File: config.mk
export PLATFORM = sky130hd
export DESIGN_NAME = dsss_top
export DESIGN_NICKNAME = d
export VERILOG_FILES = /design/src/hw/dsss_pkg.sv /design/src/hw/dsss_top.sv /design/src/hw/dsss_regfile.sv
export SDC_FILE = /design/constraint.sdc
export NUM_CORES = 2
export LEC_CHECK = 0
export BUFFER_PORTS_ARGS = -buffer_cell sky130_fd_sc_hd__buf_2
export CORE_UTILIZATION = 45
export CTS_BUF_LIST = sky130_fd_sc_hd__clkbuf_8
export DETAILED_ROUTE_END_ITERATION = 10
export PLACE_DENSITY_LB_ADDON = 0.25
export SLEW_MARGIN = 5
export SYNTH_ARGS = -nofsm -noshare
export SYNTH_HDL_FRONTEND = slang
export SYNTH_HIERARCHICAL = 1
export SYNTH_SLANG_ARGS = --single-unit
File: constraint.sdc
create_clock -name clk -period 143.8 [get_ports clk]
set_input_delay 14.38 -clock clk [delete_from_list [all_inputs] [get_ports clk]]
set_output_delay 14.38 -clock clk [all_outputs]
set_load 0.005 [all_outputs]
File: src/hw/dsss_pkg.sv
// Constants, register map and types of the drive start/stop sequencer.
package dsss_pkg;
  // Clock and time base.
  localparam int unsigned CLK_HZ = 40000000;
  localparam int unsigned TICK_MS = 10;
  localparam int unsigned TICK_CYC = CLK_HZ / 1000 * TICK_MS;
  // Register byte offsets.
  localparam logic [7:0] OFS_CMD = 8'h00;
  localparam logic [7:0] OFS_MODE = 8'h04;
  localparam logic [7:0] OFS_START_FREQ = 8'h08;
  localparam logic [7:0] OFS_HOLD_TIME = 8'h0C;
  localparam logic [7:0] OFS_PRE_CUR = 8'h10;
  localparam logic [7:0] OFS_PRE_TIME = 8'h14;
  localparam logic [7:0] OFS_ACC_TIME = 8'h18;
  localparam logic [7:0] OFS_DEC_TIME = 8'h1C;
  localparam logic [7:0] OFS_S_ACC = 8'h20;
  localparam logic [7:0] OFS_S_DEC = 8'h24;
  localparam logic [7:0] OFS_POST_THR = 8'h28;
  localparam logic [7:0] OFS_DEMAG = 8'h2C;
  localparam logic [7:0] OFS_POST_CUR = 8'h30;
  localparam logic [7:0] OFS_POST_TIME = 8'h34;
  localparam logic [7:0] OFS_STOP_SPD = 8'h38;
  localparam logic [7:0] OFS_STATUS = 8'h3C;
  localparam logic [7:0] OFS_FREQ_OUT = 8'h40;
  localparam int unsigned NREG = 15;
  // Field positions inside the mode register.
  localparam int unsigned MODE_START_LSB = 0;
  localparam int unsigned MODE_RAMP_BIT = 4;
  localparam int unsigned MODE_STOP_BIT = 8;
  // Command bits.
  localparam int unsigned CMD_RUN_BIT = 0;
  localparam int unsigned CMD_TRACK_DONE_BIT = 1;
  // Limits and reset values (0.01 Hz, 0.1 s, 0.01 s, 0.1 % units).
  localparam logic [15:0] MAX_START_FREQ = 16'h1388;
  localparam logic [15:0] MAX_HOLD = 16'h01F4;
  localparam logic [15:0] MAX_PRE_TIME = 16'h1388;
  localparam logic [15:0] MAX_CURRENT = 16'h03E8;
  localparam logic [15:0] MAX_S_SECT = 16'h01F4;
  localparam logic [15:0] MAX_DEMAG = 16'h0BB8;
  localparam logic [15:0] MAX_POST_TIME = 16'h01F4;
  localparam logic [15:0] RST_S_SECT = 16'h0001;
  localparam logic [15:0] RST_ZERO = 16'h0000;
  localparam logic [15:0] RST_RAMP_TIME = 16'h0064;
  localparam logic [15:0] RST_MAX_FREQ = 16'h1388;
  localparam logic [15:0] RST_STOP_SPD = 16'h0032;
  // Start modes.
  localparam logic [1:0] START_DIRECT = 2'h0;
  localparam logic [1:0] START_BRAKE = 2'h1;
  localparam logic [1:0] START_TRACK = 2'h2;

  typedef enum logic [9:0] {
    ST_IDLE = 10'b0000000001,
    ST_STANDBY = 10'b0000000010,
    ST_PRE_BRAKE = 10'b0000000100,
    ST_TRACK = 10'b0000001000,
    ST_HOLD = 10'b0000010000,
    ST_RUN = 10'b0000100000,
    ST_DECEL = 10'b0001000000,
    ST_DEMAG = 10'b0010000000,
    ST_POST_BRAKE = 10'b0100000000,
    ST_COAST = 10'b1000000000
  } dsss_state_e;
endpackage : dsss_pkg

File: src/hw/dsss_top.sv
// Drive start/stop sequencer with an AHB-Lite register slave.
//
// What this block does
// Start mode 0 direct, 1 DC brake first, 2 speed tracking first.
// Direct start begins at the start frequency, 0 to 50.00 Hz.
// Hold start frequency for hold time up to 50.0 s, then ramp; no hold time after a pre-start brake or speed tracking.
// Target below start frequency puts the drive in standby, no output.
// Start frequency is not clamped to the lower frequency limit.
// Brake-before-start at its current, accelerate after its full time.
// Zero pre-start brake time skips the brake phase entirely.
// Pre-start brake current is 0 to 100.0 % of rated current.
// Ramp shape 0 changes frequency linearly in both directions.
// Ramp shape 1 follows an S curve using section times.
// S curve built from range, ramp times and section times, 0.1 s reset.
// Stop mode 0 ramps down and stops output at stop speed.
// Stop mode 1 cuts output at once and lets the load coast.
// Ramped stop arms post-stop brake at threshold frequency, reset 0 Hz.
// Output blocked for demagnetisation wait before post-stop brake.
// Post-stop brake at its current for its time.
// Post-stop ranges: wait 30 s, current 100 %, brake time 50 s.
// Mode and brake currents latched at phase start, ramp times and thresholds read live; intervals timed by clock counters.
// Stop during hold or pre-start brake aborts into stop behaviour.
module dsss_top
  import dsss_pkg::*;
(
  // Clock and reset.
  input wire logic clk,
  input wire logic rst_b,
  // AHB-Lite slave.
  input wire logic hsel,
  input wire logic [31:0] haddr,
  input wire logic [1:0] htrans,
  input wire logic hwrite,
  input wire logic [2:0] hsize,
  input wire logic [31:0] hwdata,
  input wire logic hready,
  output logic [31:0] hrdata,
  output logic hreadyout,
  output logic hresp,
  // Drive outputs.
  output logic [15:0] freq_out,
  output logic output_on,
  output logic dc_brake_on,
  output logic [15:0] dc_brake_current
);
  logic [31:0] unused_hsize;
  assign unused_hsize = {29'h0, hsize};

  // Bus address phase capture.
  logic wr_pend_q, wr_pend_d;
  logic rd_pend_q, rd_pend_d;
  logic [7:0] addr_q, addr_d;
  logic [31:0] hrdata_d;
  logic [15:0] cmd_q, cmd_d;
  logic rf_we;
  logic [15:0] rf_rdata;
  logic [NREG*16-1:0] words;
  logic [15:0] status_w;

  function automatic logic [15:0] word(input logic [NREG*16-1:0] w,
                                       input logic [7:0] ofs);
    return w[(ofs >> 2)*16 +: 16];
  endfunction : word

  // Clamp a setting to its documented range.
  function automatic logic [15:0] clamp(input logic [15:0] v,
                                        input logic [15:0] lim);
    return (v > lim) ? lim : v;
  endfunction : clamp

  always_comb begin
    wr_pend_d = 1'b0;
    rd_pend_d = 1'b0;
    addr_d = addr_q;
    cmd_d = cmd_q;
    hrdata_d = hrdata;
    if (hsel && hready && htrans[1]) begin
      wr_pend_d = hwrite;
      rd_pend_d = !hwrite;
      addr_d = haddr[7:0];
    end
    if (wr_pend_q && addr_q == OFS_CMD) begin
      cmd_d = hwdata[15:0];
    end else begin
      cmd_d[CMD_TRACK_DONE_BIT] = 1'b0;
    end
    if (rd_pend_q) begin
      if (addr_q == OFS_CMD) begin
        hrdata_d = {16'h0000, cmd_q};
      end else if (addr_q == OFS_STATUS) begin
        hrdata_d = {16'h0000, status_w};
      end else if (addr_q == OFS_FREQ_OUT) begin
        hrdata_d = {16'h0000, freq_out};
      end else if (addr_q < OFS_STATUS && addr_q[1:0] == 2'h0) begin
        hrdata_d = {16'h0000, rf_rdata};
      end else begin
        hrdata_d = 32'h00000000;
      end
    end
  end

  // Writes land one cycle late so hwdata is valid in the data phase.
  assign rf_we = wr_pend_q && ((addr_q != OFS_CMD && addr_q < OFS_STATUS) ||
                               addr_q == OFS_FREQ_OUT);

  dsss_regfile u_regfile (
    .clk(clk),
    .rst_b(rst_b),
    .we(rf_we),
    .waddr(addr_q[5:2]),
    .wdata(hwdata[15:0]),
    .raddr(addr_d[5:2]),
    .rdata(rf_rdata),
    .words(words)
  );

  // Sequencer state.
  dsss_state_e state_q, state_d;
  logic [19:0] pre_q, pre_d;
  logic pre_tick;
  logic [15:0] tick_cnt_q, tick_cnt_d;
  logic [15:0] f_q, f_d;
  logic [15:0] step_q, step_d;
  logic [15:0] sect_q, sect_d;
  logic [15:0] lat_mode_q, lat_mode_d;
  logic [15:0] lat_cur_q, lat_cur_d;
  logic on_d, brk_d;

  logic run_cmd, track_done;
  logic [15:0] target, s_acc, s_dec;
  assign run_cmd = cmd_q[CMD_RUN_BIT];
  assign track_done = cmd_q[CMD_TRACK_DONE_BIT];
  // The target sits in word 0, left free because the command is a flop.
  assign target = word(words, OFS_CMD);
  assign s_acc = word(words, OFS_S_ACC);
  assign s_dec = word(words, OFS_S_DEC);
  assign pre_tick = (pre_q == 20'(TICK_CYC - 1));
  assign status_w = {6'h0, state_q};

  // Linear step per 10 ms tick: full range over ramp time in 0.1 s.
  function automatic logic [15:0] lin_step(input logic [15:0] t);
    logic [15:0] t1;
    t1 = (t == 16'h0000) ? 16'h0001 : t;
    return 16'(RST_MAX_FREQ / (t1 * 16'h000A)) + 16'h0001;
  endfunction : lin_step

  // S curve: the step grows in the start section and shrinks in the end one.
  function automatic logic [15:0] s_step(input logic [15:0] lin,
                                         input logic [15:0] el,
                                         input logic [7:0] sect,
                                         input logic [15:0] rem,
                                         input logic [7:0] esect);
    logic [15:0] s10, e10, st;
    s10 = {8'h00, sect} * 16'h000A;
    e10 = {8'h00, esect} * 16'h000A;
    st = lin;
    if (el < s10) begin
      st = 16'(({16'h0, lin} * {16'h0, el + 16'h0001}) / {16'h0, s10});
    end
    if (rem < 16'(({16'h0, lin} * {16'h0, e10}) >> 1)) begin
      st = 16'((st + 16'h0001) >> 1);
    end
    return (st == 16'h0000) ? 16'h0001 : st;
  endfunction : s_step

  function automatic logic [15:0] ramp_step(input logic shape,
                                            input logic [15:0] lin,
                                            input logic [15:0] el,
                                            input logic [7:0] sect,
                                            input logic [15:0] rem,
                                            input logic [7:0] esect);
    if (shape) begin
      return s_step(lin, el, sect, rem, esect);
    end
    return lin;
  endfunction : ramp_step

  always_comb begin
    logic [15:0] st;
    logic [15:0] stop_spd, thr, fs;
    st = 16'h0000;
    state_d = state_q;
    pre_d = pre_tick ? 20'h00000 : pre_q + 20'h00001;
    tick_cnt_d = tick_cnt_q;
    f_d = f_q;
    step_d = step_q;
    sect_d = sect_q;
    lat_mode_d = lat_mode_q;
    lat_cur_d = lat_cur_q;
    on_d = 1'b0;
    brk_d = 1'b0;
    stop_spd = word(words, OFS_STOP_SPD);
    thr = word(words, OFS_POST_THR);
    fs = clamp(word(words, OFS_START_FREQ), MAX_START_FREQ);
    if (pre_tick && tick_cnt_q != 16'h0000) begin
      tick_cnt_d = tick_cnt_q - 16'h0001;
    end
    case (state_q)
      ST_IDLE: begin
        f_d = 16'h0000;
        if (run_cmd) begin
          lat_mode_d = word(words, OFS_MODE);
          if (target < fs) begin
            state_d = ST_STANDBY;
          end else if (word(words, OFS_MODE)[MODE_START_LSB +: 2] ==
                       START_BRAKE &&
                       word(words, OFS_PRE_TIME) != 16'h0000) begin
            state_d = ST_PRE_BRAKE;
            tick_cnt_d = clamp(word(words, OFS_PRE_TIME), MAX_PRE_TIME);
            lat_cur_d = clamp(word(words, OFS_PRE_CUR), MAX_CURRENT);
          end else if (word(words, OFS_MODE)[MODE_START_LSB +: 2] ==
                       START_TRACK) begin
            state_d = ST_TRACK;
          end else begin
            state_d = ST_HOLD;
            f_d = fs;
            tick_cnt_d = clamp(word(words, OFS_HOLD_TIME), MAX_HOLD) *
                         16'h000A;
          end
        end
      end
      ST_STANDBY: begin
        if (!run_cmd) begin
          state_d = ST_IDLE;
        end else if (target >= fs) begin
          state_d = ST_IDLE;
        end
      end
      ST_PRE_BRAKE: begin
        brk_d = 1'b1;
        if (!run_cmd) begin
          state_d = ST_IDLE;
        end else if (tick_cnt_q == 16'h0000) begin
          state_d = ST_HOLD;
          f_d = fs;
          tick_cnt_d = 16'h0000;
        end
      end
      ST_TRACK: begin
        if (!run_cmd) begin
          state_d = ST_IDLE;
        end else if (track_done) begin
          state_d = ST_HOLD;
          f_d = fs;
          tick_cnt_d = 16'h0000;
        end
      end
      ST_HOLD: begin
        on_d = 1'b1;
        sect_d = 16'h0000;
        if (!run_cmd) begin
          state_d = lat_mode_q[MODE_STOP_BIT] ? ST_COAST : ST_DECEL;
          sect_d = 16'h0000;
        end else if (tick_cnt_q == 16'h0000) begin
          state_d = ST_RUN;
        end
      end
      ST_RUN: begin
        on_d = 1'b1;
        if (!run_cmd) begin
          lat_mode_d = word(words, OFS_MODE);
          state_d = word(words, OFS_MODE)[MODE_STOP_BIT] ? ST_COAST :
                    ST_DECEL;
          sect_d = 16'h0000;
        end else if (pre_tick && f_q < target) begin
          st = ramp_step(lat_mode_q[MODE_RAMP_BIT],
                         lin_step(word(words, OFS_ACC_TIME)), sect_q,
                         s_acc[7:0], target - f_q, s_acc[15:8]);
          f_d = (target - f_q < st) ? target : f_q + st;
          sect_d = sect_q + 16'h0001;
        end else if (pre_tick && f_q > target) begin
          st = ramp_step(lat_mode_q[MODE_RAMP_BIT],
                         lin_step(word(words, OFS_DEC_TIME)), sect_q,
                         s_dec[7:0], f_q - target, s_dec[15:8]);
          f_d = (f_q - target < st) ? target : f_q - st;
          sect_d = sect_q + 16'h0001;
        end
      end
      ST_DECEL: begin
        on_d = 1'b1;
        if (pre_tick) begin
          st = ramp_step(lat_mode_q[MODE_RAMP_BIT],
                         lin_step(word(words, OFS_DEC_TIME)), sect_q,
                         s_dec[7:0], f_q, s_dec[15:8]);
          f_d = (f_q < st) ? 16'h0000 : f_q - st;
          sect_d = sect_q + 16'h0001;
        end
        if (f_q <= thr && word(words, OFS_POST_TIME) != 16'h0000) begin
          state_d = ST_DEMAG;
          on_d = 1'b0;
          tick_cnt_d = clamp(word(words, OFS_DEMAG), MAX_DEMAG);
          lat_cur_d = clamp(word(words, OFS_POST_CUR), MAX_CURRENT);
          f_d = 16'h0000;
        end else if (f_q <= stop_spd) begin
          state_d = ST_IDLE;
          on_d = 1'b0;
          f_d = 16'h0000;
        end
      end
      ST_DEMAG: begin
        if (tick_cnt_q == 16'h0000) begin
          state_d = ST_POST_BRAKE;
          tick_cnt_d = clamp(word(words, OFS_POST_TIME), MAX_POST_TIME) *
                       16'h000A;
        end
      end
      ST_POST_BRAKE: begin
        brk_d = 1'b1;
        if (tick_cnt_q == 16'h0000) begin
          state_d = ST_IDLE;
          brk_d = 1'b0;
        end
      end
      ST_COAST: begin
        f_d = 16'h0000;
        state_d = ST_IDLE;
      end
      default: begin
        state_d = ST_IDLE;
      end
    endcase
    if (state_d == ST_PRE_BRAKE && state_q == ST_PRE_BRAKE &&
        tick_cnt_q == 16'h0000) begin
      brk_d = 1'b0;
    end
    if (state_d == ST_IDLE || state_d == ST_COAST) begin
      on_d = 1'b0;
    end
  end

  always_ff @(posedge clk or negedge rst_b) begin
    if (!rst_b) begin
      wr_pend_q <= 1'b0;
      rd_pend_q <= 1'b0;
      addr_q <= 8'h00;
      cmd_q <= 16'h0000;
      hrdata <= 32'h00000000;
      hreadyout <= 1'b1;
      hresp <= 1'b0;
      state_q <= ST_IDLE;
      pre_q <= 20'h00000;
      tick_cnt_q <= 16'h0000;
      f_q <= 16'h0000;
      step_q <= 16'h0000;
      sect_q <= 16'h0000;
      lat_mode_q <= 16'h0000;
      lat_cur_q <= 16'h0000;
      freq_out <= 16'h0000;
      output_on <= 1'b0;
      dc_brake_on <= 1'b0;
      dc_brake_current <= 16'h0000;
    end else begin
      wr_pend_q <= wr_pend_d;
      rd_pend_q <= rd_pend_d;
      addr_q <= addr_d;
      cmd_q <= cmd_d;
      hrdata <= hrdata_d;
      hreadyout <= !rd_pend_d;
      hresp <= 1'b0;
      state_q <= state_d;
      pre_q <= pre_d;
      tick_cnt_q <= tick_cnt_d;
      f_q <= f_d;
      step_q <= step_d;
      sect_q <= sect_d;
      lat_mode_q <= lat_mode_d;
      lat_cur_q <= lat_cur_d;
      freq_out <= on_d ? f_d : 16'h0000;
      output_on <= on_d;
      dc_brake_on <= brk_d;
      dc_brake_current <= brk_d ? lat_cur_d : 16'h0000;
    end
  end
endmodule : dsss_top

File: src/hw/dsss_regfile.sv
// Small settings memory with registered read data.
module dsss_regfile
  import dsss_pkg::*;
(
  // Clock and reset.
  input wire logic clk,
  input wire logic rst_b,
  // Write port.
  input wire logic we,
  input wire logic [3:0] waddr,
  input wire logic [15:0] wdata,
  // Read port.
  input wire logic [3:0] raddr,
  output logic [15:0] rdata,
  // All words in parallel for the sequencer.
  output logic [NREG*16-1:0] words
);
  logic [15:0] mem_q [NREG];
  logic [15:0] mem_d [NREG];
  logic [15:0] rdata_d;

  function automatic logic [15:0] rst_val(input int unsigned i);
    if (i == 32'(OFS_ACC_TIME >> 2) || i == 32'(OFS_DEC_TIME >> 2)) begin
      return RST_RAMP_TIME;
    end else if (i == 32'(OFS_S_ACC >> 2) || i == 32'(OFS_S_DEC >> 2)) begin
      return {RST_S_SECT[7:0], RST_S_SECT[7:0]};
    end else if (i == 32'(OFS_POST_THR >> 2)) begin
      return RST_ZERO;
    end else if (i == 32'(OFS_STOP_SPD >> 2)) begin
      return RST_STOP_SPD;
    end
    return RST_ZERO;
  endfunction : rst_val

  always_comb begin
    for (int i = 0; i < NREG; i++) begin
      mem_d[i] = mem_q[i];
    end
    if (we && waddr < 4'(NREG)) begin
      mem_d[waddr] = wdata;
    end
    rdata_d = (raddr < 4'(NREG)) ? mem_d[raddr] : 16'h0000;
  end

  always_ff @(posedge clk or negedge rst_b) begin
    if (!rst_b) begin
      for (int i = 0; i < NREG; i++) begin
        mem_q[i] <= rst_val(i);
      end
      rdata <= 16'h0000;
    end else begin
      for (int i = 0; i < NREG; i++) begin
        mem_q[i] <= mem_d[i];
      end
      rdata <= rdata_d;
    end
  end

  always_comb begin
    for (int i = 0; i < NREG; i++) begin
      words[i*16 +: 16] = mem_q[i];
    end
  end
endmodule : dsss_regfile

Word level (Yosys, flattened, before mapping)
Index checks and enable logic that the tools add are counted.

Register bits after elaboration: 452. Output and inout bits: 68. Logic and storage cells: 305.

$add $sub $neg: 13. $mul: 12. Divide/modulo/power cells: 4. Order comparisons: 27. Equal/unequal tests: 22. Multiplexer cells: 154. Bitwise logic cells: 2. Reductions and logical operators: 36.

Operator list (count): two-way mux 16 bit (101); bitwise mux 240 bit (1); two-way mux 240 bit (1); two-way mux 10 bit (16); < comparator 16 bit (8); adder 16 x 1 -> 16 bit, second input constant (6); zero test 16 bit (6); case mux 16 bit (6 select lines) (1); case mux 10 bit (9 select lines) (1); case mux 16 bit (5 select lines) (1); binary-select mux 16 bit (select 4 bit) (1); demux 16 bit (select 4 bit) (1); divider 32 x 12 -> 32 bit (2); multiplier 16 x 16 -> 32 bit (2); multiplier 16 x 3 -> 15 bit, second input constant (4); subtractor 16 bit (4); case mux 16 bit (3 select lines) (1); nonzero test 16 bit (3); multiplier 8 x 3 -> 11 bit, second input constant (4); divider 13 x 16 -> 16 bit, first input constant (2); > comparator 16 x 10 -> 1 bit, second input constant (2); > comparator 16 x 13 -> 1 bit, second input constant (2); > comparator 16 x 9 -> 1 bit, second input constant (2); <= comparator 16 bit (2); 48 further kinds (96).

Logic depth before layout (Yosys ltp)
Depth in word-level cells: 35. Mapped depth: 698. Mapped depth without buffers: 650.

Cells and area by module
The synthesis kept the hierarchy.

Modules (own cells, without submodules): dsss_top (instances 1, cells each 12581, area an instance 94440.6 µm², seq. area each 4331.7 µm²); dsss_regfile (instances 1, cells each 1223, area an instance 12555.8 µm², seq. area each 6422.4 µm²).

Worst setup path after synthesis
OpenSTA, ideal clock, no wires.

Path type: reg2reg. Start point: register u_regfile.mem_q (netlist bit u_regfile/words[113]). End point: register freq_out[8]. Data arrival time: 127.422 ns. Data required time: 143.669 ns. Slack: 16.247 ns. Stages on the path, launching flop included: 684. Path buffers: 60. Cell sequence: dfrtp_1 -> clkbuf_1 -> clkbuf_1 -> ha_1 -> ha_1 -> fa_1 -> a21oi_1 -> nor2_1 -> nor2_1 -> o21bai_1 -> a21oi_1 -> o21bai_1 -> a21oi_1 -> o21bai_1 -> a21oi_1 -> xor2_1 -> and3_1 -> and2_1 -> (+648 left out) -> a21o_1 -> a21oi_1 -> o21bai_1 -> a21oi_1 -> o21bai_1 -> a21oi_1 -> o21bai_1 -> a21oi_1 -> o21bai_1 -> a21oi_1 -> nor2b_1 -> o21ai_0 -> a21oi_1 -> clkbuf_1 -> a22oi_1 -> o221ai_1 -> o221ai_1 -> a21oi_1.

Cells in the longest elaborated chain, start to end: 35.

RTL lines: start, declared (RTL line dsss_regfile.sv:18) `logic [15:0] mem_q [NREG];`; start signal, assigned by index (RTL line dsss_regfile.sv:48) `mem_q[i] <= rst_val(i);`; start signal, assigned by index (RTL line dsss_regfile.sv:53) `mem_q[i] <= mem_d[i];`; zero test 16 bit (RTL line dsss_top.sv:143) `t1 = (t == 16'h0000) ? 16'h0001 : t;`; two-way mux 16 bit (*) (RTL line dsss_top.sv:143); multiplier 16 x 3 -> 15 bit (*) (RTL line dsss_top.sv:144) `return 16'(RST_MAX_FREQ / (t1 * 16'h000A)) + 16'h0001;`; divider 13 x 16 -> 16 bit (*) (RTL line dsss_top.sv:144); adder 16 x 1 -> 16 bit (*) (RTL line dsss_top.sv:144); multiplier 16 x 16 -> 32 bit (RTL line dsss_top.sv:158) `st = 16'(({16'h0, lin} * {16'h0, el + 16'h0001}) / {16'h0, s10});`; divider 32 x 12 -> 32 bit (RTL line dsss_top.sv:158); two-way mux 16 bit (RTL line dsss_top.sv:157) `if (el < s10) begin`; (+19 left out); two-way mux 16 bit (RTL line dsss_top.sv:198) `case (state_q)`; subtractor 16 bit or < comparator 16 bit (tied branches) (RTL line dsss_top.sv:275) `f_d = (f_q - target < st) ? target : f_q - st;`; two-way mux 16 bit (RTL line dsss_top.sv:275); two-way mux 16 bit (RTL line dsss_top.sv:271) `end else if (pre_tick && f_q > target) begin`; two-way mux 16 bit (RTL line dsss_top.sv:265) `end else if (pre_tick && f_q < target) begin`; two-way mux 16 bit (RTL line dsss_top.sv:260) `if (!run_cmd) begin`; case mux 16 bit (6 select lines) (*) (RTL line dsss_top.sv:198); two-way mux 16 bit (*) (RTL line dsss_top.sv:368) `freq_out <= on_d ? f_d : 16'h0000;`; end signal, assigned (RTL line dsss_top.sv:368); end, declared (RTL line dsss_top.sv:41) `output logic [15:0] freq_out,`.

Every way passes the cells marked *; elsewhere a longest branch is shown, timed or not. The select of a mux whose other input is x is not followed. A chain may end at the register's enable or synchronous reset.

Worst setup path after layout
Start point: register u_regfile.mem_q (netlist bit u_regfile/words[113]). End point: register freq_out[7].

The elaborated chain is that of the path after synthesis.

==> results by group <==
STA
  – Crit path time final: 133.36 ns
  – Slew margin rel.: 0.199
  – Final Hold Fails: 0
  – F_max: about 7.5 MHz
  – Tcrit/Tclk final: 0.927
  – Clk_skew: between 0.05 and 0.06 ns
  – Worst Max-Slew Pin Slew: 1.20 ns
  – Final setup vio count: 0
  – Final Slew Violations: 0

Job
  – Max-cap viol count: 0

Synth
  – Cell variety after synth: 182
  – Mapped Cells: approximately 14000
  – Top_reg_cell synth: dfrtp_1
  – Register area share after synthesis: 0.101
  – Top-area cell type share of the netlist area: 0.167
  – Post-Syn Area: between 100000 and 150000 um2
  – Synthesized flop and latch total: 429
  – Most common cell in the netlist: ha_1
  – Syn avg cell area: approximately 7.8 um2
  – Synth cell count leaders: ha_1, nand2_1, nor2_1
  – Ys Warns: 6
  – Post-synth EDFFs: 0
  – Ys async rst share: 1.00
  – Post-synth top area cell: ha_1
  – Top cells by area, synth: ha_1, fa_1, dfrtp_1

GRT
  – All-Layer GR Usage: 0.277
  – Remaining Overflow, GRT: 0
  – Number of global-route vias before repair: around 95000
  – Initial antenna violation count: 15
  – First-pass GRT wire length: about 530 mm
  – Pin count of the biggest net entering global routing: around 160

Layout
  – Fillers: 23600
  – Layout cell share with drive strength beyond 1: 0.106
  – Post-layout nets: between 15000 and 20000
  – P&R area growth vs syn: 6.26%
  – Core Util, Final: 0.482

Worst setup path
  – Kind of critical path: reg -> reg
  – CP bufs+invs: 35
  – Worst Path Arrival: between 100 and 150 ns
  – Most used cell, CP: o21a_1
  – Critical Path Start Type: flop
  – Reg2reg end: freq_out[7]
  – CP Capture Type: flop
  – Critical-path maximum fanout: 23
  – WP data required: around 140 ns
  – Flop-to-flop setup slack: approximately 10 ns
  – Crit Reg-Reg Startpoint: u_regfile/words[113]
  – CP peak stage delay: around 0.67 ns
  – Family with the most delay on the worst path: compound AO/OA/AOI/OAI gates
  – Critical-path top delay cell: or4b_1
  – Worst R2R Path Depth: between 600 and 700

Floorplanning
  – Full die area: around 240000 um2
  – DIE HEIGHT: slightly below 500 um
  – Initial core utilization: 0.454
  – Core area: 236000 um2
  – Die W: 490 um
  – Top Ports: approximately 140
  – Num rows: 178

Clock tree
  – CTS tree: yes
  – Clk buf depth: 3
  – CTS Buf Count: between 70 and 80
  – CTS H-tree lvls: 3
  – Skew-Pair Late Insertion Delay: 0.74 ns
  – Clock Sinks: about 430
  – Root buffer cell: clkbuf_8
  – Cts hold-fix bufs: 0
  – Clock transition at path regs: around 0.06 ns

Detailed routing
  – Vias per inst: approximately 6.0
  – DRC: 0
  – Antenna Nets Post-Route: 0
  – Mean routed wirelength per cell: between 20 and 25 um
  – Post-Route WL: ~340 mm
  – Vias: slightly above 100k
  – DR pass1 iterations: 5
  – Drt initial violations: slightly above 8000

Placed design
  – DP HPWL: roughly 270 mm
  – GPL Wtd Cong: a little under 1
  – Port bufs: 80

Min path
  – Hold Path Sink: pre_q[4]
  – Min-delay worst type: reg -> reg
  – Hold Startpoint: pre_q[4]
  – Hold Path Cell Cnt: 1

Status
  – Status: completed
==> layout make-up <==
cell class / count / area (um2) / share of cell area
Multi-Input combinational cell: 11800 / 90800 / 0.799
Timing Repair Buffer: 367 / 2620 / 0.0231
Inverter: 1046 / 3930 / 0.0346
Clock buffer: 95 / 1310 / 0.0115
Clock inverter: 49 / 325 / 0.00286
Antenna cell: 2 / 5.00 / 0.0000440
Sequential cell: 429 / 10800 / 0.0946
Tap cell: 3150 / 3940 / 0.0347
==> flip-flops by register name, indices dropped and copies added, names as in the netlist <==
| signal | count |
|---|---|
| addr_q | 8 |
| cmd_q | 16 |
| dc_brake_current | 16 |
| dc_brake_on | 1 |
| f_q | 16 |
| freq_out | 16 |
| hrdata | 16 |
| hreadyout | 1 |
| lat_cur_q | 16 |
| lat_mode_q | 2 |
| output_on | 1 |
| pre_q | 20 |
| rd_pend_q | 1 |
| sect_q | 16 |
| state_q | 10 |
| tick_cnt_q | 16 |
| u_regfile/rdata | 16 |
| u_regfile/words | 240 |
| wr_pend_q | 1 |
==> what timing repair did <==
item | 4_1_cts | 5_1_grt
setup buffers | 0 | 54
gates resized for setup | 0 | 118
endpoints found under the setup margin | 0 | 32
==> per-layer routing <==
layer | global-route usage | vias to the layer above | wire length, um
li1 | - | 49500 | -
met1 | 0.385 | 48800 | 153000
met2 | 0.439 | 3351 | 150000
met3 | 0.0400 | 634 | 26000
met4 | 0.0878 | 12 | 12300
met5 | 0 | - | 80
==> cells in the final DEF (no fill, tap or decap), types with 38 or more instances in the layout <==
master and instances:
ha_1 1425, nand2_1 1418, nor2_1 1350, inv_1 1057, a21oi_1 860, nor3_1 587, o21ai_0 570, fa_1 549
o21a_1 456, xnor2_1 448, dfrtp_1 413, mux2_2 372, buf_4 281, a21o_1 267, o31ai_1 260, xor2_1 234
nand3_1 215, nand2b_1 210, nand4_1 139, o21bai_1 130, and2_1 126, nor2b_1 122, o22ai_1 102, o211ai_1 99
a31oi_1 97, or2_2 95, clkbuf_8 95, or3_1 91, nor4_1 88, mux2i_1 86, a211oi_1 81, buf_2 79
and3_1 76, o21ai_1 51, a22oi_1 50, o221ai_1 46, or4_1 38, conb_1 38
==> worst max-delay path by stage <==
| stage | startpoint | endpoint | slack (ns) | cells past startpoint |
|---|---|---|---|---|
| detailed placement | u_regfile/words[113] | freq_out[7] | 2.60 | 630 |
| floorplan | u_regfile/words[113] | freq_out[8] | 16.25 | 683 |
| CTS | u_regfile/words[113] | freq_out[7] | 1.93 | 631 |
| global placement | u_regfile/words[113] | freq_out[7] | 3.18 | 628 |
| finish | u_regfile/words[113] | freq_out[7] | 10.44 | 642 |
| global route | u_regfile/words[114] | freq_out[7] | -0.13 | 646 |
==> stage by stage <==
step	hold WS (ns)	instances	TNS (ns)	setup WS (ns)	cell area (um2)
floorplan	0.444	13800	0	16.25	107000
global placement	0.462	16800	0	3.18	111000
detailed placement	0.459	16800	0	2.60	111000
CTS	0.469	16900	0	1.93	113000
global route	0.488	17000	-0.245	-0.129	114000
finish	0.474	17000	0	10.44	114000
==> cells by family after synthesis <==
| family | after synthesis | synth area share |
|---|---|---|
| AO/OA/AOI/OAI | 3712 | 0.238 |
| XOR/XNOR | 719 | 0.0591 |
| adder cells (fa/ha/maj) | 1979 | 0.270 |
| buffers and inverters | 1581 | 0.0608 |
| flip-flops | 429 | 0.101 |
| multiplexers | 475 | 0.0495 |
| other | 2 | 0.0000702 |
| AND/OR/NAND/NOR | 4907 | 0.222 |
Power is left out: the tool's default activity adds up to more than one toggle a clock period on the data nets, which glitch-free logic cannot reach.
